## src/hdl/cio_pkg.sv

```systemverilog
// constants, types and register map of the continuous i/o mode controller
// assumes a byte-wide serial link: received bytes arrive one cycle each
package cio_pkg;
	// link characters
	localparam logic [7:0] CH_DOLLAR = 8'h24;
	localparam logic [7:0] CH_HASH = 8'h23;
	localparam logic [7:0] CH_STAR = 8'h2A;
	localparam logic [7:0] CH_QUERY = 8'h3F;
	localparam logic [7:0] CH_CR = 8'h0D;
	localparam logic [7:0] CH_PLUS = 8'h2B;
	localparam logic [7:0] CH_DOT = 8'h2E;
	localparam logic [7:0] CH_ZERO = 8'h30;
	localparam logic [7:0] CH_HEX_OFS = 8'h37;
	// continuous kinds, answered as D, T, E, C or I
	typedef enum logic [2:0] {
		MODE_OFF = 3'b000,
		MODE_TIMER = 3'b001,
		MODE_EDGE = 3'b010,
		MODE_CHANGE = 3'b011,
		MODE_INPUT = 3'b100
	} mode_t;
	// timing: timer counts hundredths of a second
	localparam int CLK_HZ = 10_000_000;
	localparam int TICK_MS = 10;
	localparam int PULSE_MS = 5;
	localparam int TICK_CYCLES = CLK_HZ / 1000 * TICK_MS;
	localparam int PULSE_CYCLES = CLK_HZ / 1000 * PULSE_MS;
	// register offsets (byte addresses)
	localparam logic [3:0] REG_ADDR = 4'h0;
	localparam logic [3:0] REG_MODE = 4'h4;
	localparam logic [3:0] REG_IO = 4'h8;
	localparam logic [3:0] REG_TIMER = 4'hC;
	// reset values
	localparam logic [7:0] RST_ADDR = 8'h31;
	localparam logic [7:0] RST_PEER = 8'h31;
	localparam logic [27:0] RST_TIMER = 28'h0000000;
	// carriers
	typedef struct packed {
		logic valid;
		logic [7:0] data;
	} rx_t;
	typedef struct packed {
		logic wr;
		logic rd;
		logic [3:0] addr;
		logic [31:0] wdata;
	} bus_req_t;
endpackage : cio_pkg

```

## src/hdl/continuous_io_mode_ctrl.sv

```systemverilog
// continuous i/o mode controller: command parser, status sender, triggers
// assumes a byte uart outside: tx_ready takes a byte, tx_idle means shifter empty
`timescale 1ns/1ps
// What this block does
// - input mode: peer status string drives outputs
// - accept disable, timer, edge, change, input commands
// - mode read answers D, T, E, C, I
// - set and read back continuous timer
// - low trigger pulse after each status string
// - default pin input except during pulse
// - timer expiry sends long-form status string
// - disable command needs no write enable
// - dollar or hash suspends continuous output
// - matching address: execute rest of command
// - foreign address: resume continuous output
// - output commands accepted in timer mode
// - status reports outputs as well as inputs
// - disable gives polled module, timer enable restarts
// - edge mode: line zero is trigger input
// - edge mode reacts to rising edge only
// - edge mode waits timer value before sending
// - trigger edge acts like long-form input read
// - direction mask ones make lines outputs
// - string: prompt, address, hex status, checksum, CR
// - timer period restarts after each timeout
// - change mode sends when lines differ
module continuous_io_mode_ctrl #(
	parameter int LINES = 15,
	parameter int TICK_CYCLES = cio_pkg::TICK_CYCLES,
	parameter int PULSE_CYCLES = cio_pkg::PULSE_CYCLES
) (
	input wire logic clk,
	input wire logic reset,
	input wire cio_pkg::rx_t rx,
	input wire logic tx_ready,
	input wire logic tx_idle,
	output logic tx_valid,
	output logic [7:0] tx_data,
	input wire logic [LINES-1:0] io_in,
	output logic [LINES-1:0] io_out,
	output logic [LINES-1:0] io_dir,
	output logic default_out,
	output logic default_oe,
	input wire cio_pkg::bus_req_t bus,
	output logic [31:0] rd_data
);
	typedef enum logic [2:0] {
		S_IDLE = 3'b000,
		S_ADDR = 3'b001,
		S_BODY = 3'b010,
		S_EXEC = 3'b011,
		S_SEND = 3'b100
	} state_t;

	state_t state;
	cio_pkg::mode_t mode;
	logic [7:0] own_addr, peer_addr, mode_char;
	logic [7:0] body [12];
	logic [3:0] bi;
	logic long_form, peer, we, arm_req, is_status, status_done, pend;
	logic [7:0] txmsg [20];
	logic [4:0] ti, tn;
	logic [27:0] timer_bcd, cd;
	logic [15:0] io_state, last_sent, hexarg;
	logic [LINES-1:0] dir_cfg;
	logic [16:0] tick_cnt;
	logic [16:0] pcnt;
	logic io0_prev, wait_idle, status_go, armed_edge;
	logic is_cm, is_rcm, is_ct, is_rct, is_cia, is_we, is_di, is_do;
	logic is_sb, is_cb, is_aio, prot, bad;
	logic [7:0] msg [20];
	logic [4:0] n, cmdlen;
	logic [7:0] sum;

	function automatic logic [7:0] hexc(input logic [3:0] v);
		return (v < 4'hA) ? cio_pkg::CH_ZERO + {4'h0, v} : cio_pkg::CH_HEX_OFS + {4'h0, v};
	endfunction : hexc

	function automatic logic [3:0] hexv(input logic [7:0] c);
		return c[6] ? c[3:0] + 4'h9 : c[3:0];
	endfunction : hexv

	// decrement of seven bcd digits, borrow ripples upward
	function automatic logic [27:0] bcd_dec(input logic [27:0] v);
		logic borrow;
		logic [27:0] r;
		borrow = 1'b1;
		r = v;
		for (int k = 0; k < 7; k++)
		begin
			if (borrow)
			begin
				if (v[4*k +: 4] == 4'h0)
					r[4*k +: 4] = 4'h9;
				else
				begin
					r[4*k +: 4] = v[4*k +: 4] - 4'h1;
					borrow = 1'b0;
				end
			end
		end
		return r;
	endfunction : bcd_dec

	// status word: outputs read back from their latches, absent lines read 1
	genvar g;
	generate
		for (g = 0; g < 16; g++)
		begin : g_state
			if (g < LINES)
			begin : g_line
				assign io_state[g] = io_dir[g] ? io_out[g] : io_in[g];
			end
			else
			begin : g_pad
				assign io_state[g] = 1'b1;
			end
		end
	endgenerate

	always_comb
	begin
		unique case (mode)
			cio_pkg::MODE_TIMER: mode_char = "T";
			cio_pkg::MODE_EDGE: mode_char = "E";
			cio_pkg::MODE_CHANGE: mode_char = "C";
			cio_pkg::MODE_INPUT: mode_char = "I";
			default: mode_char = "D";
		endcase
	end

	// command decode from the collected body
	always_comb
	begin
		is_cm = body[0] == "C" && body[1] == "M" && bi == 4'd3 &&
			(body[2] == "D" || body[2] == "T" || body[2] == "E" ||
			body[2] == "C" || body[2] == "I");
		// lengths checked too: body bytes of an older, longer command linger
		is_rcm = body[0] == "R" && body[1] == "C" && body[2] == "M" && bi == 4'd3;
		is_ct = body[0] == "C" && body[1] == "T" && bi == 4'd11;
		is_rct = body[0] == "R" && body[1] == "C" && body[2] == "T" && bi == 4'd3;
		is_cia = body[0] == "C" && body[1] == "I" && body[2] == "A" && bi == 4'd4;
		is_we = body[0] == "W" && body[1] == "E" && bi == 4'd2;
		is_di = body[0] == "D" && body[1] == "I" && bi == 4'd2;
		is_do = body[0] == "D" && body[1] == "O" && bi == 4'd6;
		is_sb = body[0] == "S" && body[1] == "B" && bi == 4'd4;
		is_cb = body[0] == "C" && body[1] == "B" && bi == 4'd4;
		is_aio = body[0] == "A" && body[1] == "I" && body[2] == "O" && bi == 4'd7;
		// disable is exempt from write protection
		prot = (is_cm && body[2] != "D") || is_ct || is_cia || is_aio;
		bad = !(is_cm || is_rcm || is_ct || is_rct || is_cia || is_we ||
			is_di || is_do || is_sb || is_cb || is_aio) || (prot && !we);
		cmdlen = (is_rcm || is_rct || is_cia || is_aio || is_cm) ? 5'd3 : 5'd2;
		hexarg = is_aio ? {hexv(body[3]), hexv(body[4]), hexv(body[5]), hexv(body[6])}
			: {hexv(body[2]), hexv(body[3]), hexv(body[4]), hexv(body[5])};
	end

	// answer builder; a status string is a long-form input read answer
	assign status_go = state == S_IDLE && pend && !(rx.valid &&
		(rx.data == cio_pkg::CH_DOLLAR || rx.data == cio_pkg::CH_HASH ||
		(rx.data == cio_pkg::CH_STAR && mode == cio_pkg::MODE_INPUT)));
	always_comb
	begin
		for (int k = 0; k < 20; k++)
			msg[k] = 8'h00;
		n = 5'd0;
		sum = 8'h00;
		if (!status_go && bad)
		begin
			msg[0] = cio_pkg::CH_QUERY;
			n = 5'd1;
		end
		else
		begin
			msg[0] = cio_pkg::CH_STAR;
			n = 5'd1;
			if (status_go || long_form)
			begin
				msg[1] = own_addr;
				n = 5'd2;
				if (status_go)
				begin
					msg[2] = "D";
					msg[3] = "I";
					n = 5'd4;
				end
				else
				begin
					for (int k = 0; k < 3; k++)
						if (5'(k) < cmdlen)
							msg[2+k] = body[k];
					n = 5'd2 + cmdlen;
				end
			end
			if (status_go || is_di)
			begin
				for (int k = 0; k < 4; k++)
					msg[n+5'(k)] = hexc(io_state[15-4*k -: 4]);
				n = n + 5'd4;
			end
			else if (is_rcm)
			begin
				msg[n] = mode_char;
				n = n + 5'd1;
			end
			else if (is_rct)
			begin
				msg[n] = cio_pkg::CH_PLUS;
				for (int k = 0; k < 5; k++)
					msg[n+5'd1+5'(k)] = cio_pkg::CH_ZERO + {4'h0, timer_bcd[27-4*k -: 4]};
				msg[n+5'd6] = cio_pkg::CH_DOT;
				msg[n+5'd7] = cio_pkg::CH_ZERO + {4'h0, timer_bcd[7:4]};
				msg[n+5'd8] = cio_pkg::CH_ZERO + {4'h0, timer_bcd[3:0]};
				n = n + 5'd9;
			end
			if (status_go || long_form)
			begin
				for (int k = 0; k < 18; k++)
					if (5'(k) < n)
						sum = sum + msg[k];
				msg[n] = hexc(sum[7:4]);
				msg[n+5'd1] = hexc(sum[3:0]);
				n = n + 5'd2;
			end
		end
		msg[n] = cio_pkg::CH_CR;
		n = n + 5'd1;
	end

	// command parser and sender
	always_ff @(posedge clk)
	begin
		arm_req <= 1'b0;
		status_done <= 1'b0;
		if (reset)
		begin
			state <= S_IDLE;
			mode <= cio_pkg::MODE_OFF;
			bi <= 4'd0;
			long_form <= 1'b0;
			peer <= 1'b0;
			we <= 1'b0;
			is_status <= 1'b0;
			ti <= 5'd0;
			tn <= 5'd0;
			tx_valid <= 1'b0;
			tx_data <= 8'h00;
			timer_bcd <= cio_pkg::RST_TIMER;
			peer_addr <= cio_pkg::RST_PEER;
			io_out <= '0;
			dir_cfg <= '0;
			last_sent <= 16'h0000;
			for (int k = 0; k < 12; k++)
				body[k] <= 8'h00;
			for (int k = 0; k < 20; k++)
				txmsg[k] <= 8'h00;
		end
		else
		begin
			unique case (state)
				S_IDLE:
				begin
					// a command start suspends any pending status string
					if (rx.valid && (rx.data == cio_pkg::CH_DOLLAR ||
						rx.data == cio_pkg::CH_HASH))
					begin
						state <= S_ADDR;
						long_form <= rx.data == cio_pkg::CH_HASH;
						peer <= 1'b0;
					end
					else if (rx.valid && rx.data == cio_pkg::CH_STAR &&
						mode == cio_pkg::MODE_INPUT)
					begin
						state <= S_ADDR;
						long_form <= 1'b0;
						peer <= 1'b1;
					end
					else if (status_go)
					begin
						txmsg <= msg;
						tn <= n;
						ti <= 5'd0;
						tx_valid <= 1'b1;
						tx_data <= msg[0];
						is_status <= 1'b1;
						last_sent <= io_state;
						state <= S_SEND;
					end
				end
				S_ADDR:
					if (rx.valid)
					begin
						bi <= 4'd0;
						if (rx.data == (peer ? peer_addr : own_addr))
							state <= S_BODY;
						else
							state <= S_IDLE;
					end
				S_BODY:
					if (rx.valid)
					begin
						if (rx.data == cio_pkg::CH_CR)
							state <= S_EXEC;
						else if (bi != 4'd12)
						begin
							body[bi] <= rx.data;
							bi <= bi + 4'd1;
						end
					end
				S_EXEC:
				begin
					if (peer)
					begin
						// peer string is DI plus hex data and checksum
						if (body[0] == "D" && body[1] == "I")
							io_out <= hexarg[LINES-1:0];
						state <= S_IDLE;
					end
					else
					begin
						if (!bad)
						begin
							we <= is_we;
							if (is_cm)
							begin
								unique case (body[2])
									"T": mode <= cio_pkg::MODE_TIMER;
									"E": mode <= cio_pkg::MODE_EDGE;
									"C": mode <= cio_pkg::MODE_CHANGE;
									"I": mode <= cio_pkg::MODE_INPUT;
									default: mode <= cio_pkg::MODE_OFF;
								endcase
								arm_req <= 1'b1;
							end
							if (is_ct)
								timer_bcd <= {body[3][3:0], body[4][3:0], body[5][3:0],
									body[6][3:0], body[7][3:0], body[9][3:0],
									body[10][3:0]};
							if (is_cia)
								peer_addr <= body[3];
							if (is_aio)
								dir_cfg <= hexarg[LINES-1:0];
							// output commands work in any mode
							if (is_do)
								io_out <= hexarg[LINES-1:0];
							if (is_sb || is_cb)
								for (int k = 0; k < LINES; k++)
									if ({hexv(body[2]), hexv(body[3])} == 8'(k))
										io_out[k] <= is_sb;
						end
						txmsg <= msg;
						tn <= n;
						ti <= 5'd0;
						tx_valid <= 1'b1;
						tx_data <= msg[0];
						is_status <= 1'b0;
						state <= S_SEND;
					end
				end
				S_SEND:
					if (tx_ready)
					begin
						if (ti + 5'd1 == tn)
						begin
							tx_valid <= 1'b0;
							status_done <= is_status;
							state <= S_IDLE;
						end
						else
						begin
							tx_data <= txmsg[ti+5'd1];
							ti <= ti + 5'd1;
						end
					end
				default:
					state <= S_IDLE;
			endcase
		end
	end

	// line zero is held as the trigger input in edge mode
	always_ff @(posedge clk)
	begin
		if (reset)
			io_dir <= '0;
		else
		begin
			io_dir <= dir_cfg;
			if (mode == cio_pkg::MODE_EDGE)
				io_dir[0] <= 1'b0;
		end
	end

	// trigger sources: period timer, edge delay, change detect
	always_ff @(posedge clk)
	begin
		if (reset)
		begin
			tick_cnt <= 17'd0;
			cd <= 28'h0000000;
			pend <= 1'b0;
			io0_prev <= 1'b0;
		end
		else
		begin
			io0_prev <= io_in[0];
			tick_cnt <= (tick_cnt == 17'(TICK_CYCLES - 1)) ? 17'd0 : tick_cnt + 17'd1;
			if (status_go)
				pend <= 1'b0;
			unique case (mode)
				cio_pkg::MODE_TIMER:
					if (arm_req)
						cd <= timer_bcd;
					else if (cd == 28'h0000000)
					begin
						pend <= 1'b1;
						cd <= timer_bcd;
					end
					else if (tick_cnt == 17'(TICK_CYCLES - 1))
						cd <= bcd_dec(cd);
				cio_pkg::MODE_EDGE:
					// a stuck-high trigger fires once; only the low-to-high step counts
					if (io_in[0] && !io0_prev)
						cd <= timer_bcd;
					// no re-arm while pend stands, or one edge would send twice
					else if (cd == 28'h0000000 && io0_prev == io_in[0] && armed_edge && !pend)
						pend <= 1'b1;
					else if (tick_cnt == 17'(TICK_CYCLES - 1) && cd != 28'h0000000)
						cd <= bcd_dec(cd);
				cio_pkg::MODE_CHANGE:
					if (state == S_IDLE && !status_go && io_state != last_sent)
						pend <= 1'b1;
				default:
					pend <= 1'b0;
			endcase
		end
	end

	// edge trigger waits for its delay; cleared once the string is queued
	always_ff @(posedge clk)
	begin
		if (reset)
			armed_edge <= 1'b0;
		else if (mode == cio_pkg::MODE_EDGE && io_in[0] && !io0_prev)
			armed_edge <= 1'b1;
		else if (mode != cio_pkg::MODE_EDGE || pend)
			armed_edge <= 1'b0;
	end

	// daisy-chain pulse waits for the uart shifter to drain
	always_ff @(posedge clk)
	begin
		default_out <= 1'b0;
		if (reset)
		begin
			wait_idle <= 1'b0;
			default_oe <= 1'b0;
			pcnt <= 17'd0;
		end
		else if (status_done)
			wait_idle <= 1'b1;
		else if (wait_idle && tx_idle)
		begin
			wait_idle <= 1'b0;
			default_oe <= 1'b1;
			pcnt <= 17'(PULSE_CYCLES - 1);
		end
		else if (default_oe)
		begin
			if (pcnt == 17'd0)
				default_oe <= 1'b0;
			else
				pcnt <= pcnt - 17'd1;
		end
	end

	// register port: address steers parsing, others show state
	always_ff @(posedge clk)
	begin
		if (reset)
		begin
			own_addr <= cio_pkg::RST_ADDR;
			rd_data <= 32'h00000000;
		end
		else
		begin
			if (bus.wr && bus.addr == cio_pkg::REG_ADDR)
				own_addr <= bus.wdata[7:0];
			rd_data <= 32'h00000000;
			if (bus.rd)
				unique case (bus.addr)
					cio_pkg::REG_ADDR: rd_data <= {24'h000000, own_addr};
					cio_pkg::REG_MODE: rd_data <= {24'h000000, mode_char};
					cio_pkg::REG_IO: rd_data <= {16'h0000, io_state};
					cio_pkg::REG_TIMER: rd_data <= {4'h0, timer_bcd};
					default: rd_data <= 32'h00000000;
				endcase
		end
	end

	logic [16:0] oe_len;
	always_ff @(posedge clk)
		oe_len <= default_oe ? oe_len + 17'd1 : 17'd0;
endmodule : continuous_io_mode_ctrl

```

## config.mk

```make
export PLATFORM = sky130hd
export DESIGN_NAME = continuous_io_mode_ctrl
export DESIGN_NICKNAME = d
export VERILOG_FILES = /design/src/hdl/cio_pkg.sv /design/src/hdl/continuous_io_mode_ctrl.sv
export SDC_FILE = /design/constraint.sdc
export NUM_CORES = 1
export LEC_CHECK = 0
export BUFFER_PORTS_ARGS = -buffer_cell sky130_fd_sc_hd__buf_4
export CELL_PAD_IN_SITES_DETAIL_PLACEMENT = 1
export CELL_PAD_IN_SITES_GLOBAL_PLACEMENT = 2
export CORE_MARGIN = 2
export CORE_UTILIZATION = 38
export CTS_CLUSTER_DIAMETER = 40
export CTS_CLUSTER_SIZE = 25
export DETAILED_ROUTE_END_ITERATION = 16
export PLACE_DENSITY_LB_ADDON = 0.1
export SYNTH_ARGS = -nofsm -noshare
export SYNTH_HDL_FRONTEND = slang
export SYNTH_SLANG_ARGS = --single-unit
```

## constraint.sdc

```tcl
create_clock -name clk -period 22.6 [get_ports clk]
set_clock_uncertainty 0.1 [all_clocks]
set_input_delay 4.52 -clock clk [delete_from_list [all_inputs] [get_ports clk]]
set_output_delay 4.52 -clock clk [all_outputs]
set_load 0.005 [all_outputs]
```

==> summary.md, run 1 <==
| Metric | Value |
|---|---|
| Outcome | complete, no violations |
| Hold Slack | 339 ps |
| Synth area leaders | dfxtp_1 (25%), edfxtp_1 (6.0%), nor2_1 (5.5%) |
| Vias/cell | 6.20 |
| Number of flops mapped to enable cells by yosys | 59 |
| # Max-Cap Violations | 0 |
| Final instance area | 35100 um2 |
| CTS tree | built |
| WL final | 142000 um |
| Non-Filler Instances | 4919 |
| Cells after synthesis | 3690 |
| Crit path largest cell delay | 520 ps |
| Worst setup SP type | primary input |
| Synth area leader | dfxtp_1 |
| Post-placement cell area | 32000 um2 |
| Multi-input logic area | 19300 um2 |
| Site Rows | 102 |
| Setup crit end kind | register |
| CP dominant cell by count | ha_1 |
| CP max-delay cell | a21oi_1 |
| Fin. max-slew vios | 0 |
| Die H | 284 um |
| Final worst path period share | 95.8% |
| R2r setup slk | 3230 ps |
| P_leak | 13.9 nW |
| Post-route ant nets | 0 |
| First-pass GRT wire length | 209000 um |
| Worst slew margin | 16.2% |
| I/O pin count | 139 |
| Post-synth top cells | nor2_1 (434), nand2_1 (410), dfxtp_1 (379) |
| Clk slew on worst S/H paths | 50 ps |
| Buffer depth of the longest clock path | 3 |
| Layout area overhead | 18.0% |
| Max Freq | 46.2 MHz |
| Htree depth | 3 |
| # Post-CTS Setup Buffers | 0 |
| Initial core utilization | 38.4% |
| # clock sinks | 438 |
| Ys Warns | 0 |
| Die W | 284 um |
| Initial antenna violation count | 1 |
| HPWL after DPL | 107000 um |
| Worst slew pin tran | 1240 ps |
| CTS root buf | clkbuf_16 |
| Final Hold Fails | 0 |
| Yosys reg bits | 438 |
| DR WL/cell | 28.9 um |
| Cell with the most instances after synthesis | nor2_1 |
| Storage cell area | 9360 um2 |
| RSZ-0062 raised after global routing | false |
| CP max FO | 15 |
| Hold_buf cts | 0 |
| Clock latency on the worst-skew pair | 670 ps |
| Layout cells sized above 1 | 14.4% |
| Mapped cell area | 29800 um2 |
| Share of the synthesized area in the top cell type | 25.5% |
| Dominant synthesized flop cell | dfxtp_1 |
| Critical path type | in2reg |
| Critical Path AT | 22060 ps |
| Drt initial violations | 2459 |
| Final net count | 4015 |
| Dpl cells | 4762 |
| GR Util All Layers | 34.5% |
| Input/output buffers | 109 |
| CTS buffer count | 83 |
| Largest net degree at the start of global routing | 90 |
| PwrDens | 65.5 nW/um2 |
| Synth cell types | 114 |
| Ys async rst share | 0% |
| GRT Residual Overflow | 0 |
| HP Class | reg2reg |
| FILL cells | 9253 |
| Final GP Congestion | 1.02 |
| Core area | 77500 um2 |
| Post_cts resized | 0 |
| Peak supply drop | 0.0611 mV |
| Drt pass-1 iters | 5 |
| Routed vias | 30.5k |
| Die Footprint | 80600 um2 |
| Vias in the first global route | 31.5k |
| Sequential area share after synthesis | 31.4% |
| Worst path required time | 23010 ps |
| DR DRC count | 0 |
| Final setup viols | 0 |
| Minimum clock period | 21660 ps |
| Avg Cell Area, Syn | 8.07 um2 |
## cells in the final DEF (no fill, tap or decap), types with 70 or more instances in the layout
master,n
a211oi_1,80
a21oi_1,318
and3_1,85
buf_4,231
clkbuf_16,85
dfxtp_1,378
ha_1,128
inv_1,82
mux2i_1,84
nand2_1,409
nand3_1,100
nor2_1,429
nor3_1,104
o21ai_0,202
xnor2_1,84
xor2_1,70
## per-layer routing
layer	routed length (um)	track usage, %	vias to the layer above	part of all wire [%]
met5	0	0	-	0
met4	10500	22.6	0	7.4
met3	8200	5.72	402	5.8
met2	67000	57.4	1130	47
met1	56600	40.9	15300	40
li1	-	-	13700	-
## per-stage QoR
step           setup TNS (ps)  util [%]  power, mW  worst slack (ps)
2_1_floorplan               0         -      0.908              1540
3_3_place_gp                0      41.4      0.962               284
3_5_place_dp            -53.8      41.4      0.966             -53.8
4_1_cts                     0      45.3       2.31               491
5_1_grt                     0      45.4       2.37              4.12
6_report                    0      45.4       2.30               944
## cells by family (layout without fill, tap and decap cells)
| group | Yosys count | after routing | share of synthesized area (%) |
|---|---|---|---|
| xor+xnor | 158 | 158 | 4.85 |
| buf+inv | 307 | 474 | 4.17 |
| fa+ha+maj | 142 | 142 | 6.32 |
| flops | 438 | 438 | 31.4 |
| compound gates | 1045 | 1045 | 22.8 |
| simple gates | 1442 | 1442 | 23.2 |
| other cells | 1 | 23 | 0.0126 |
| mux | 157 | 157 | 7.19 |
## final timing paths
| check | startpoint | to | cells after the start |
|---|---|---|---|
| worst max-delay path | rx[0] | txmsg[96]$_SDFFE_PP0P_ | 80 |
| worst min-delay path | txmsg[127]$_SDFFE_PP0P_ | txmsg[127]$_SDFFE_PP0P_ | 2 |
| worst max register to register | bi[0]$_SDFFE_PP0P_ | txmsg[96]$_SDFFE_PP0P_ | 89 |
| worst min register to register | txmsg[127]$_SDFFE_PP0P_ | txmsg[127]$_SDFFE_PP0P_ | 2 |
## flip-flops by register name (all words and copies together), names as in the netlist, 15 cells and up
signal	cells
body	59
cd	28
dir_cfg	15
io_dir	15
io_out	15
last_sent	16
pcnt	17
rd_data	28
tick_cnt	17
timer_bcd	28
txmsg	144
## report_power, final
part | switching (mW) | internal (mW) | total, mW
sequential | 0.0163 | 0.806 | 0.822
combinational | 0.0891 | 0.0423 | 0.131
clock | 0.491 | 0.855 | 1.35
## layout make-up
class,instances,area share (%)
multi-input cells,2966,55.0
flip-flops and latches,438,26.6
clock buffers,101,6.37
repair buffers,233,5.04
well taps,1040,3.70
clock inverters,55,2.34
inverters,85,0.908
diodes,1,0.00712
## worst max-delay path: cells and delay by family
kind,cells,cell delay (ps)
adder cells (fa/ha/maj),14,4300
AO/OA/AOI/OAI,30,5830
multiplexers,4,950
buffers and inverters,3,530
XOR/XNOR,11,2990
AND/OR/NAND/NOR,18,2860
(Power assumes the default switching activity.)
==> run 2, diff against run 1 <==
--- a/config.mk
+++ b/config.mk
@@ -8,6 +8,7 @@
 export BUFFER_PORTS_ARGS = -buffer_cell sky130_fd_sc_hd__buf_4
 export CELL_PAD_IN_SITES_DETAIL_PLACEMENT = 1
 export CELL_PAD_IN_SITES_GLOBAL_PLACEMENT = 2
+export CORE_ASPECT_RATIO = 1.1
 export CORE_MARGIN = 2
 export CORE_UTILIZATION = 38
 export CTS_CLUSTER_DIAMETER = 40
==> summary.md, run 2 (same netlist as run 1, synthesis figures left out) <==
| Metric | Value |
|---|---|
| Critical path type | in2reg |
| RSZ-0062 raised after global routing | false |
| Max Freq | 46.6 MHz (+0.87%) |
| Die Footprint | 80600 um2 (about the same) |
| DP Worst Slack | 123 ps (+176 ps) |
| Initial antenna violation count | 8 (+7) |
| Die H | 298 um (+4.8%) |
| HPWL after DPL | 108000 um (+1.3%) |
| Largest net degree at the start of global routing | 92 (+2.2%) |
| Sum Neg Setup Slack | 0 ps (unchanged) |
| N_diodes | 0 (-1) |
| Switching fraction of total power | 25.7% (-0.28 points) |
| Vias in the first global route | 31.5k (+0.035%) |
| I/O pin count | 139 (unchanged) |
| CTS tree | built |
| Layout area overhead | 17.9% (about the same) |
| Final GP Congestion | 0.961 (-5.4%) |
| Routed vias | 30.6k (+0.11%) |
| P_leak | 13.9 nW (about the same) |
| WL met2 | 67400 um (+0.63%) |
| Largest registers | txmsg x144, body x59 |
| Commonest non-fill, non-tap cells in the layout | nor2_1 (430), nand2_1 (410), dfxtp_1 (378) |
| Post-route ant nets | 0 (unchanged) |
| Hold_buf cts | 0 (unchanged) |
| Setup crit end kind | register |
| Top delay family on crit path | compound AO/OA/AOI/OAI gates |
| WL met1 | 57300 um (+1.3%) |
| Largest register FFs | 144 (unchanged) |
| # Post-CTS Setup Buffers | 0 (unchanged) |
| Initial core utilization | 38.4% (about the same) |
| Layout cells sized above 1 | 14.7% (+0.28 points) |
| WL final | 143000 um (+0.78%) |
| CTS root buf | clkbuf_16 |
| Final setup viols | 0 (unchanged) |
| Site Rows | 107 (+4.9%) |
| Final Power | 2.27 mW (-1.3%) |
| Worst path required time | 23100 ps (+90 ps) |
| Buffer depth of the longest clock path | 3 (unchanged) |
| # Max-Cap Violations | 0 (unchanged) |
| Peak supply drop | 0.0581 mV (-4.9%) |
| CP max-delay cell | a21oi_1 |
| Post_cts resized | 0 (unchanged) |
| Clock latency on the worst-skew pair | 660 ps (about the same) |
| Vias/cell | 6.21 (about the same) |
| Input/output buffers | 109 (unchanged) |
| CP dominant cell by count | ha_1 |
| PwrDens | 64.7 nW/um2 (-1.2%) |
| DR top layer | met5 |
| Outcome | complete, no violations |
| Critical Path AT | 21970 ps (-90 ps) |
| Crit path largest cell delay | 650 ps (+130 ps) |
| CTS buffer count | 84 (+1.2%) |
| Worst slew pin tran | 1250 ps (+6.13 ps) |
| GRT Residual Overflow | 0 (unchanged) |
| Minimum clock period | 21470 ps (-187 ps) |
| First-pass GRT wire length | 210000 um (+0.59%) |
| Fin util | 45.3% (-0.067 points) |
| HP Class | reg2reg |
| Comb pwr share | 5.9% (+0.2 points) |
| Psw | 0.583 mW (-2.3%) |
| Fin. max-slew vios | 0 (unchanged) |
| Most common cell after layout, fill and taps aside | nor2_1 |
| Drt pass-1 iters | 5 (unchanged) |
| Die W | 271 um (-4.6%) |
| Seq pwr share | 36.2% (+0.4 points) |
| CP max FO | 9 (-6) |
| Final net count | 4025 (+0.25%) |
| Final worst slack | 1130 ps (+187 ps) |
| Met3 Routed Length | 8700 um (+6.1%) |
| Htree depth | 3 (unchanged) |
| Clock network power share | 58.0% (-0.5 points) |
| WP buf/inv | 6 (+3) |
| P_int | 1.69 mW (-0.88%) |
| Final worst path period share | 95.0% (-0.83 points) |
| Drt initial violations | 2448 (-0.45%) |
| # clock sinks | 438 (unchanged) |
| Final Hold Fails | 0 (unchanged) |
| Worst setup SP type | primary input |
| Largest reg by FF count | txmsg |
| DR DRC count | 0 (unchanged) |
| GR Util All Layers | 34.7% (+0.29 points) |
| DR WL/cell | 29.1 um (+0.76%) |
| Core area | 77500 um2 (about the same) |
| Worst slew margin | 16.0% (-0.17 points) |
| Clk slew on worst S/H paths | 50 ps (about the same) |
==> run 2: cell count changes in the layout (fill, tap and decap cells not counted), moves of 2 or more <==
cell	delta
clkinv_2	+8
mux2i_2	+3
mux2i_1	-3
clkbuf_8	+3
nor2_2	-2
clkbuf_1	-4
inv_8	-6
buf_4	+10
clkinvlp_4	+8
inv_6	-8
==> run 2: tightest hold or removal path: stages, from the launching register on <==
cell	delay, ps
dfxtp_1	290
inv_1	60
nor3_1	50
==> run 2: power groups by stage <==
stage | sequential, mW | combinational [mW] | clock, mW
finish | 0.822 | 0.133 | 1.32
global route | 0.823 | 0.143 | 1.37
CTS | 0.821 | 0.130 | 1.33
detailed placement | 0.837 | 0.129 | 0
global placement | 0.836 | 0.127 | 0
floorplan | 0.829 | 0.0792 | 0
==> run 2: per-stage QoR <==
step	hold slack, ps	cells	cell area, um2
after detailed placement	341	4766	32100
after CTS	347	4920	35100
after floorplan	318	3711	29800
after global routing	360	4920	35100
final	347	4920	35100
after global placement	328	4766	32100
==> run 2: final cells by class <==
cell class                      count  area, um2
Fill cell                        9174      42400
Multi-Input combinational cell   2966      19300
Sequential cell                   438       9360
Clock buffer                      100       2260
Timing Repair Buffer              242       1820
Tap cell                         1035       1290
Clock inverter                     54        712
Inverter                           85        319
==> run 2: per-layer routing <==
layer	track usage, %	vias up
met3	5.53	393
met1	41.8	15300
met2	57.9	1209
met5	0	-
met4	21.3	8
li1	-	13700
==> run 2: path summary, 6_finish.rpt <==
kind	depth (start not counted)	slack [ps]	end	startpoint
hold reg to reg	2	350	txmsg[127]$_SDFFE_PP0P_	txmsg[127]$_SDFFE_PP0P_
hold / removal	2	350	txmsg[127]$_SDFFE_PP0P_	txmsg[127]$_SDFFE_PP0P_
setup reg to reg	87	3610	txmsg[153]$_SDFFE_PP0P_	body[2][2]$_SDFFCE_PN0P_
setup / recovery	80	1130	txmsg[153]$_SDFFE_PP0P_	rx[3]
